$ cat src/pkg/dpw_pkg.sv
// dpw_pkg: shared constants for the ddr2 precharge/write-interrupt command link
// assumes a single 20 MHz clock shared by both ends
package dpw_pkg;
  localparam int CLK_PERIOD_NS = 50;
  localparam int NUM_BANKS = 4;
  localparam int BANK_W = 2;
  localparam int ADDR_W = 14;
  localparam int AP_BIT = 10;
  localparam int DQ_W = 8;
  localparam int DM_W = DQ_W / 8;
  localparam int BL4 = 4;
  localparam int BL8 = 8;
  localparam int CNT_W = 8;
  localparam int INTR_GAP = 2;
  localparam int PREFETCH_GAP = 2;
  // analog times in ns and their clock counts (rounded up)
  localparam int TRAS_NS = 40;
  localparam int TRP_NS = 15;
  localparam int TRTP_NS = 8;
  localparam int TWR_NS = 15;
  localparam int TRC_NS = 55;
  localparam int TRAS_CK = (TRAS_NS + CLK_PERIOD_NS - 1) / CLK_PERIOD_NS;
  localparam int TRP_CK = (TRP_NS + CLK_PERIOD_NS - 1) / CLK_PERIOD_NS;
  localparam int TRTP_CK = (TRTP_NS + CLK_PERIOD_NS - 1) / CLK_PERIOD_NS;
  localparam int TWR_CK = (TWR_NS + CLK_PERIOD_NS - 1) / CLK_PERIOD_NS;
  localparam int TRC_CK = (TRC_NS + CLK_PERIOD_NS - 1) / CLK_PERIOD_NS;
  // command encoding {cs_n, ras_n, cas_n, we_n}
  localparam logic [3:0] CMD_NOP = 4'h7;
  localparam logic [3:0] CMD_ACT = 4'h3;
  localparam logic [3:0] CMD_RD = 4'h5;
  localparam logic [3:0] CMD_WR = 4'h4;
  localparam logic [3:0] CMD_PRE = 4'h2;
  localparam logic [3:0] CMD_DESEL = 4'h8;
endpackage

$ cat src/pkg/dpw_if.sv
// dpw_if: command and data pins between controller and memory
// assumes both ends share clk
`timescale 1ns/1ps
`default_nettype none
interface dpw_if import dpw_pkg::*; (input wire logic clk);
  logic cs_n;
  logic ras_n;
  logic cas_n;
  logic we_n;
  logic [BANK_W-1:0] bank;
  logic [ADDR_W-1:0] addr;
  logic [DQ_W-1:0] dq_wr;
  logic [DM_W-1:0] dm;
  logic [DQ_W-1:0] dq_rd;
  logic dq_rd_oe;
  logic rdqs;
  logic rdqs_oe;
  modport mem (input clk, cs_n, ras_n, cas_n, we_n, bank, addr, dq_wr, dm,
    output dq_rd, dq_rd_oe, rdqs, rdqs_oe);
  modport ctl (input clk, dq_rd, dq_rd_oe, rdqs, rdqs_oe,
    output cs_n, ras_n, cas_n, we_n, bank, addr, dq_wr, dm);
endinterface
`default_nettype wire

$ cat src/rtl/dpw_mem.sv
// dpw_mem: memory-side command decode, write masking, precharge and auto-precharge
// assumes the controller honours interrupt and spacing limits; one beat per clock
//
// Contract
// RQ1 - interrupt writes only with burst eight
// RQ2 - only a write may interrupt
// RQ3 - interrupting write exactly two clocks later
// RQ4 - interrupting write may hit any bank
// RQ5 - auto-precharge writes never interrupted
// RQ6 - interrupting write may carry auto-precharge
// RQ7 - spacing uses programmed burst length
// RQ8 - one mask per eight data bits
// RQ9 - mask pin may become read strobe
// RQ10 - decode precharge from control pins
// RQ11 - precharge-all bit selects one or all
// RQ12 - read to precharge at least al+bl/2
// RQ13 - respect active and precharge times
// RQ14 - read to precharge meets trtp
// RQ15 - write to precharge wl+bl/2+twr
// RQ16 - ap bit requests auto-precharge
// RQ17 - read ap starts al+bl/2, postponed if needed
// RQ18 - write ap waits for stored data
// RQ19 - lockout holds ap until tras
// RQ20 - trp from actual internal precharge
// RQ21 - activate after trp and trc
// RQ22 - write latency al+cl-1; extra data ignored
// RQ23 - controller keeps per-bank counters
`timescale 1ns/1ps
`default_nettype none
module dpw_mem import dpw_pkg::*; #(
  parameter int AL = 0,
  parameter int CL = 3,
  parameter int WORDS = 64
) (
  input wire logic clk,
  input wire logic rst,
  dpw_if.mem m,
  input wire logic bl8,
  input wire logic rdqs_en,
  output logic [NUM_BANKS-1:0] bank_open,
  output logic [NUM_BANKS-1:0] bank_pre_busy,
  output logic [NUM_BANKS-1:0] ap_pend
);
  localparam int WL = AL + CL - 1; // see RQ22
  localparam int RL = AL + CL;
  localparam int AW = $clog2(WORDS);
  localparam int SHW = 16;

  logic [3:0] cmd;
  logic is_act, is_rd, is_wr, is_pre;
  logic [DQ_W-1:0] mem_r [WORDS];
  logic [CNT_W-1:0] bl_half;
  assign cmd = {m.cs_n, m.ras_n, m.cas_n, m.we_n};
  assign is_act = (cmd == CMD_ACT);
  assign is_rd = (cmd == CMD_RD);
  assign is_wr = (cmd == CMD_WR);
  assign is_pre = (cmd == CMD_PRE); // see RQ10
  assign bl_half = bl8 ? CNT_W'(BL8 / 2) : CNT_W'(BL4 / 2);

  // ------------------------------------------------------------
  // write data path
  // ------------------------------------------------------------
  // a shift line of write commands lets data arrive WL clocks later
  logic [SHW-1:0] wr_line_r;
  logic [AW-1:0] wr_col_line_r [SHW];
  logic [CNT_W-1:0] beat_r;
  logic [AW-1:0] wcol_r;
  logic wact_r;
  always_ff @(posedge clk or posedge rst) begin
    if (rst) begin
      wr_line_r <= '0;
    end else begin
      wr_line_r <= {wr_line_r[SHW-2:0], is_wr};
    end
  end
  always_ff @(posedge clk) begin
    wr_col_line_r[0] <= AW'(m.addr);
    for (int i = 1; i < SHW; i++) wr_col_line_r[i] <= wr_col_line_r[i-1];
  end
  logic wstart;
  logic [AW-1:0] wstart_col;
  assign wstart = (WL == 0) ? is_wr : wr_line_r[WL-1];
  assign wstart_col = (WL == 0) ? AW'(m.addr) : wr_col_line_r[WL-1];
  // a new write restarts the beat count, cutting the old burst short
  always_ff @(posedge clk or posedge rst) begin
    if (rst) begin
      beat_r <= '0;
      wact_r <= 1'b0;
      wcol_r <= '0;
    end else if (wstart) begin // see RQ2 see RQ3 see RQ4
      beat_r <= 8'h01;
      wact_r <= 1'b1;
      wcol_r <= wstart_col;
    end else if (wact_r) begin
      beat_r <= beat_r + 8'h01;
      if (beat_r == (bl_half << 1) - 8'h01) wact_r <= 1'b0; // see RQ22
    end
  end
  logic wbeat;
  logic [AW-1:0] wbeat_col;
  assign wbeat = wstart || wact_r;
  assign wbeat_col = wstart ? wstart_col : AW'(wcol_r + AW'(beat_r));
  always_ff @(posedge clk) begin
    for (int g = 0; g < DM_W; g++) begin
      if (wbeat && !m.dm[g]) begin // see RQ8
        mem_r[wbeat_col][g*8 +: 8] <= m.dq_wr[g*8 +: 8];
      end
    end
  end

  // ------------------------------------------------------------
  // read data path and strobe on the mask pin
  // ------------------------------------------------------------
  logic [SHW-1:0] rd_line_r;
  logic [AW-1:0] rd_col_line_r [SHW];
  logic [CNT_W-1:0] rbeat_r;
  logic [AW-1:0] rcol_r;
  logic ract_r;
  logic [DQ_W-1:0] dq_rd_r;
  logic rstart;
  logic [AW-1:0] rstart_col;
  always_ff @(posedge clk or posedge rst) begin
    if (rst) begin
      rd_line_r <= '0;
    end else begin
      rd_line_r <= {rd_line_r[SHW-2:0], is_rd};
    end
  end
  always_ff @(posedge clk) begin
    rd_col_line_r[0] <= AW'(m.addr);
    for (int i = 1; i < SHW; i++) rd_col_line_r[i] <= rd_col_line_r[i-1];
  end
  assign rstart = rd_line_r[RL-1];
  assign rstart_col = rd_col_line_r[RL-1];
  always_ff @(posedge clk or posedge rst) begin
    if (rst) begin
      rbeat_r <= '0;
      ract_r <= 1'b0;
      rcol_r <= '0;
      dq_rd_r <= '0;
    end else if (rstart) begin
      rbeat_r <= 8'h01;
      ract_r <= 1'b1;
      rcol_r <= rstart_col;
      dq_rd_r <= mem_r[rstart_col];
    end else if (ract_r) begin
      rbeat_r <= rbeat_r + 8'h01;
      dq_rd_r <= mem_r[AW'(rcol_r + AW'(rbeat_r))];
      if (rbeat_r == (bl_half << 1)) ract_r <= 1'b0;
    end
  end
  logic rd_drive;
  assign rd_drive = ract_r && (rbeat_r <= (bl_half << 1));
  assign m.dq_rd = dq_rd_r;
  assign m.dq_rd_oe = rd_drive;
  assign m.rdqs = rd_drive & rbeat_r[0]; // see RQ9
  assign m.rdqs_oe = rd_drive & rdqs_en; // see RQ9

  // ------------------------------------------------------------
  // per-bank state and auto-precharge
  // ------------------------------------------------------------
  for (genvar b = 0; b < NUM_BANKS; b++) begin : g_bank
    logic hit;
    logic [CNT_W-1:0] ras_r, trp_r, ap_wait_r, rtp_r;
    assign hit = (m.bank == BANK_W'(b));
    // precharge-all ignores the bank bits
    logic pre_now;
    assign pre_now = is_pre && (m.addr[AP_BIT] || hit); // see RQ11
    logic ap_fire;
    assign ap_fire = ap_pend[b] && (ap_wait_r == '0) && (ras_r == '0) && (rtp_r == '0);
    always_ff @(posedge clk or posedge rst) begin
      if (rst) begin
        bank_open[b] <= 1'b0;
        ras_r <= '0;
      end else if (is_act && hit) begin
        bank_open[b] <= 1'b1;
        ras_r <= CNT_W'(TRAS_CK);
      end else begin
        if (ras_r != '0) ras_r <= ras_r - 8'h01;
        if (pre_now || ap_fire) bank_open[b] <= 1'b0; // see RQ10 see RQ19
      end
    end
    // auto-precharge request and its earliest start point
    always_ff @(posedge clk or posedge rst) begin
      if (rst) begin
        ap_pend[b] <= 1'b0;
        ap_wait_r <= '0;
        rtp_r <= '0;
      end else if ((is_rd || is_wr) && hit) begin
        ap_pend[b] <= m.addr[AP_BIT]; // see RQ16 see RQ6
        if (is_rd) begin
          // al+bl/2; never before trtp past the last prefetch
          // one less: the start fires on the edge after the count reaches zero
          ap_wait_r <= CNT_W'(AL) + bl_half - 8'h01; // see RQ17 see RQ20
          rtp_r <= CNT_W'(AL) + (bl8 ? CNT_W'(PREFETCH_GAP) : '0) + CNT_W'(TRTP_CK) - 8'h01;
        end else begin
          // last data stored, then write recovery
          // single-rate beats: the burst lasts two clocks per half burst
          ap_wait_r <= CNT_W'(WL) + (bl_half << 1) - 8'h01 + CNT_W'(TWR_CK); // see RQ18 see RQ7
          rtp_r <= '0;
        end
      end else begin
        if (ap_wait_r != '0) ap_wait_r <= ap_wait_r - 8'h01;
        if (rtp_r != '0) rtp_r <= rtp_r - 8'h01;
        if (ap_fire) ap_pend[b] <= 1'b0; // see RQ19
      end
    end
    // precharge time counts from the actual internal start
    always_ff @(posedge clk or posedge rst) begin
      if (rst) begin
        trp_r <= '0;
      end else if (pre_now || ap_fire) begin
        trp_r <= CNT_W'(TRP_CK); // see RQ20
      end else if (trp_r != '0) begin
        trp_r <= trp_r - 8'h01;
      end
    end
    assign bank_pre_busy[b] = (trp_r != '0);
  end
endmodule // dpw_mem
`default_nettype wire

$ cat src/flat_wrapper.sv
// flat-port wrapper written by rule: the top's interface ports become plain ports
module dpw_mem_flat import dpw_pkg::*;
#(
  parameter int AL = 0,
  parameter int CL = 3,
  parameter int WORDS = 64
)
  (clk, rst, bl8, rdqs_en, bank_open, bank_pre_busy, ap_pend, m_cs_n, m_ras_n, m_cas_n, m_we_n, m_bank, m_addr, m_dq_wr, m_dm, m_dq_rd, m_dq_rd_oe, m_rdqs, m_rdqs_oe);
  dpw_if m_i (.clk(clk));
  input wire logic clk;
  input wire logic rst;
  input wire logic bl8;
  input wire logic rdqs_en;
  output logic [NUM_BANKS-1:0] bank_open;
  output logic [NUM_BANKS-1:0] bank_pre_busy;
  output logic [NUM_BANKS-1:0] ap_pend;
  input wire logic [$bits(m_i.cs_n)-1:0] m_cs_n;
  input wire logic [$bits(m_i.ras_n)-1:0] m_ras_n;
  input wire logic [$bits(m_i.cas_n)-1:0] m_cas_n;
  input wire logic [$bits(m_i.we_n)-1:0] m_we_n;
  input wire logic [$bits(m_i.bank)-1:0] m_bank;
  input wire logic [$bits(m_i.addr)-1:0] m_addr;
  input wire logic [$bits(m_i.dq_wr)-1:0] m_dq_wr;
  input wire logic [$bits(m_i.dm)-1:0] m_dm;
  output wire logic [$bits(m_i.dq_rd)-1:0] m_dq_rd;
  output wire logic [$bits(m_i.dq_rd_oe)-1:0] m_dq_rd_oe;
  output wire logic [$bits(m_i.rdqs)-1:0] m_rdqs;
  output wire logic [$bits(m_i.rdqs_oe)-1:0] m_rdqs_oe;
  assign m_i.cs_n = m_cs_n;
  assign m_i.ras_n = m_ras_n;
  assign m_i.cas_n = m_cas_n;
  assign m_i.we_n = m_we_n;
  assign m_i.bank = m_bank;
  assign m_i.addr = m_addr;
  assign m_i.dq_wr = m_dq_wr;
  assign m_i.dm = m_dm;
  assign m_dq_rd = m_i.dq_rd;
  assign m_dq_rd_oe = m_i.dq_rd_oe;
  assign m_rdqs = m_i.rdqs;
  assign m_rdqs_oe = m_i.rdqs_oe;
  dpw_mem #(.AL(AL), .CL(CL), .WORDS(WORDS)) u_core (.clk(clk), .rst(rst), .m(m_i), .bl8(bl8), .rdqs_en(rdqs_en), .bank_open(bank_open), .bank_pre_busy(bank_pre_busy), .ap_pend(ap_pend));
endmodule
$ cat config.mk
export PLATFORM = sky130hd
export DESIGN_NAME = dpw_mem_flat
export DESIGN_NICKNAME = d
export VERILOG_FILES = /design/src/pkg/dpw_pkg.sv /design/src/pkg/dpw_if.sv /design/src/rtl/dpw_mem.sv /design/src/flat_wrapper.sv
export SDC_FILE = /design/constraint.sdc
export NUM_CORES = 1
export LEC_CHECK = 0
export CORE_MARGIN = 2
export CORE_UTILIZATION = 45
export DETAILED_ROUTE_END_ITERATION = 10
export DONT_BUFFER_PORTS = 1
export GPL_TIMING_DRIVEN = 0
export SLEW_MARGIN = 20
export SYNTH_ARGS = -nofsm -noshare
export SYNTH_HDL_FRONTEND = slang
export SYNTH_SLANG_ARGS = --single-unit
$ cat constraint.sdc
create_clock -name clk -period 9.48 [get_ports clk]
set_input_delay 2.844 -clock clk [delete_from_list [all_inputs] [get_ports clk]]
set_output_delay 2.844 -clock clk [all_outputs]
set_load 0.1 [all_outputs]
==> summary.md <==
| Metric | Value |
|---|---|
| Status | `finished clean` |
| Post-CTS Hold Buffers | `0` |
| Overflow after GRT | `0` |
| Antenna violations before repair | `4` |
| Hold Crit Depth | `0` |
| Final Hold Fails | `0` |
| CP Capture Type | `output pin` |
| PnR worst setup slack | `0.4401 ns` |
| Mapped Cells | `2323` |
| Hold Crit Start | `u_core.rd_col_line_r[0][3]` |
| Final period util | `95.36%` |
| 1st-iter DRT viols | `3370` |
| Yosys cell types | `69` |
| Cts repair resizes | `0` |
| Max cap viols | `0` |
| Wire length on met3 | `12940 um` |
| Worst hold path class | `reg -> reg` |
| Total core area | `73330 um^2` |
| Min cycle time layout | `9.040 ns` |
| Vias per inst | `6.529` |
| GPL Wtd Cong | `1.044` |
| CTS max path bufs | `3` |
| Clock Pin Slew Worst Setup and Hold Paths | `0.05 ns` |
| GRT Overall Usage | `29.04%` |
| Syn-to-layout area delta | `11.56%` |
| Mapped Area | `33450 um^2` |
| Pleak | `12.88 nW` |
| Worst path max stage delay | `0.92 ns` |
| Worst r2r path cells | `9` |
| Clock root buffer | `clkbuf_16` |
| Die height | `276.6 um` |
| Reg2reg setup slack | `5.07 ns` |
| RSZ-0062 raised after global routing | `false` |
| Peak VDD IR | `249.0 uV` |
| Wire per inst | `32.34 um` |
| Initial Utilization | `45.61%` |
| Synth top area share | `45.97%` |
| Critical Path AT | `6.20 ns` |
| Ys flop type | `edfxtp_1` |
| Mapped Nets | `2393` |
| Buffers on Ports | `0` |
| Required @ worst endpoint | `6.64 ns` |
| HPWL after DPL | `77720 um` |
| CP max-delay cell | `and3_1` |
| Avg Cell Area, Syn | `14.40 um^2` |
| Top-count cell post-synth | `edfxtp_1` |
| Crit path cell chain | `clkbuf_1 -> inv_1 -> ha_1 -> nor2b_1 -> o21ai_0 -> and3_1 -> and2_1` |
| Io pins | `56` |
| Ant diodes | `0` |
| Detailed-route wire length | `110900 um` |
| Worst Setup Start Kind | `input port` |
| H-tree levels | `3` |
| Post-synth EDFFs | `512` |
| CTS tree | `yes` |
| Row cnt | `99` |
| Post CTS Setup Buffer Count | `0` |
| Largest net degree at the start of global routing | `105` |
| Final setup viols | `0` |
| Latest clock arrival within the worst-skew pair | `0.65 ns` |
| Critical path peak fanout | `9` |
| Pwr/cell area | `334.2 nW/um^2` |
| CTS Buf Count | `79` |
| Met1 Wirelength | `42650 um` |
| FFs w/ async S/R, synth | `25.25%` |
| Setup Slack @ Placement | `0.4295 ns` |
| Worst-Margin Slew | `1.327 ns` |
| Max Clk Rate | `0.1106 GHz` |
| Fin util | `50.88%` |
| Highest routed layer | `met5` |
| Clk_skew | `0.03516 ns` |
| First-pass GRT wire length | `158800 um` |
| Final Max Tran Viols | `0` |
| Synth area leaders | `edfxtp_1, mux4_2, dfrtp_1, nor2_1, nand2_1` |
| Commonest cells in the netlist | `edfxtp_1, mux4_2, nor2_1` |
| Routed via count | `22380` |
| Layout cell share with drive strength beyond 1 | `18.10%` |
| Post-route ant nets | `0` |
| Clock sinks | `709` |
| Yosys reg bits | `709` |
| DRC viols | `0` |
| WS Path Type | `in -> out` |
| Hold path endpoint | `u_core.rd_col_line_r[0][9]` |
| Worst reg2reg path startpoint | `u_core.rbeat_r[2]` |
| Worst flop-to-flop path endpoint | `u_core.m.dq_rd[6]` |
| Met2 routed WL | `49380 um` |
| Final nets | `2477` |
| 1st-pass router iterations | `6` |
| Sequential-to-total area share from yosys stat | `60.44%` |
| Die Area | `76520 um^2` |
| Slew HR | `11.52%` |
| Area leader, netlist | `edfxtp_1` |
| Vias in the first global route | `22234` |
| YS warnings | `0` |
| Die Span X | `276.6 um` |
==> cell type report <==
type	instances	area, um^2
multi-input combinational	1444	12560
clock buffer	99	2146
buffer	110	480.5
sequential	709	20210
fill	6137	36020
tap	959	1200
inverter	60	232.7
timing repair buffer	3	46.29
clock inverter	44	429.2
==> cell usage in the layout, fill, tap and decap left out, types with 28 or more instances in the layout <==
cell / n
a22oi_1: 35
a21oi_1: 76
mux2i_1: 35
buf_2: 33
nor2_1: 234
nand3_1: 81
dfrtp_1: 179
inv_1: 58
clkbuf_1: 72
xnor2_1: 60
nand2_1: 229
nand4_1: 30
edfxtp_1: 512
ha_1: 35
clkbuf_16: 82
nor3_1: 53
o21ai_0: 45
mux4_2: 248
xor2_1: 29
or3_1: 28
==> logic make-up (layout without fill, tap and decap cells) <==
| family | count (synthesis) | in the layout | synth area share (%) |
|---|---|---|---|
| and+or+nand+nor | 776 | 776 | 10.87 |
| DFF | 709 | 709 | 60.44 |
| muxes | 293 | 293 | 18.08 |
| AOI/OAI and AO/OA | 249 | 249 | 4.766 |
| buffers and inverters | 170 | 316 | 2.076 |
| xor gates and xnor gates | 89 | 89 | 2.331 |
| adders and majority gates | 37 | 37 | 1.429 |
==> state kept, by name (all words and copies together), names as in the netlist <==
| name | count |
|---|---|
| u_core.g_bank.trp_r | 32 |
| u_core.ap_pend | 4 |
| u_core.rd_line_r | 3 |
| u_core.g_bank.ap_wait_r | 32 |
| u_core.g_bank.ras_r | 32 |
| u_core.rbeat_r | 8 |
| u_core.wact_r | 1 |
| u_core.m.dq_rd | 8 |
| u_core.beat_r | 8 |
| u_core.mem_r | 512 |
| u_core.rcol_r | 6 |
| u_core.bank_open | 4 |
| u_core.wr_line_r | 2 |
| u_core.wcol_r | 6 |
| u_core.rd_col_line_r | 18 |
| u_core.ract_r | 1 |
| u_core.g_bank.rtp_r | 32 |
==> worst max-delay path, delay by kind of cell <==
family | cells | cell delay [ns]
AOI/OAI and AO/OA | 1 | 0.14
adders and majority gates | 1 | 0.39
buffers and inverters | 2 | 0.83
and+or+nand+nor | 3 | 1.97
==> power by group <==
| group | internal, mW | total, mW | leakage [nW] | switching (mW) |
|---|---|---|---|---|
| clock | 1.80 | 3.07 | 1.25 | 1.27 |
| combinational | 1.76 | 5.11 | 4.67 | 3.35 |
| sequential | 3.75 | 4.29 | 6.96 | 0.537 |
==> how the worst max path moves through the flow <==
stage | slack [ns] | cells after the start | to | startpoint
global route | 0.35 | 7 | m_rdqs | bl8
finish | 0.44 | 7 | m_rdqs | bl8
floorplan | 1.19 | 7 | m_rdqs | bl8
global placement | -0.38 | 1 | u_core.wcol_r[1] | rst
CTS | 0.42 | 7 | m_rdqs | bl8
detailed placement | 0.43 | 7 | m_rdqs | bl8
==> per-stage QoR <==
step / hold WS (ns) / TNS [ns] / area [um^2] / total power [mW] / instances
after global placement: 0.3129 / -62.64 / 34650 / 9.196 / 3282
after detailed placement: 0.3143 / 0 / 34720 / 9.295 / 3284
after CTS: 0.3250 / 0 / 37290 / 12.36 / 3427
after global routing: 0.3352 / 0 / 37310 / 12.89 / 3428
after floorplan: 0.3096 / 0 / 33450 / 7.338 / 2323
final: 0.3230 / 0 / 37310 / 12.47 / 3428
==> metal layers <==
layer  GRT usage, %  up-vias
met5              0        -
met4          14.60        2
met3          8.504      282
met2          43.53     1415
met1          38.83    11489
li1               -     9192
(Power assumes the default switching activity.)
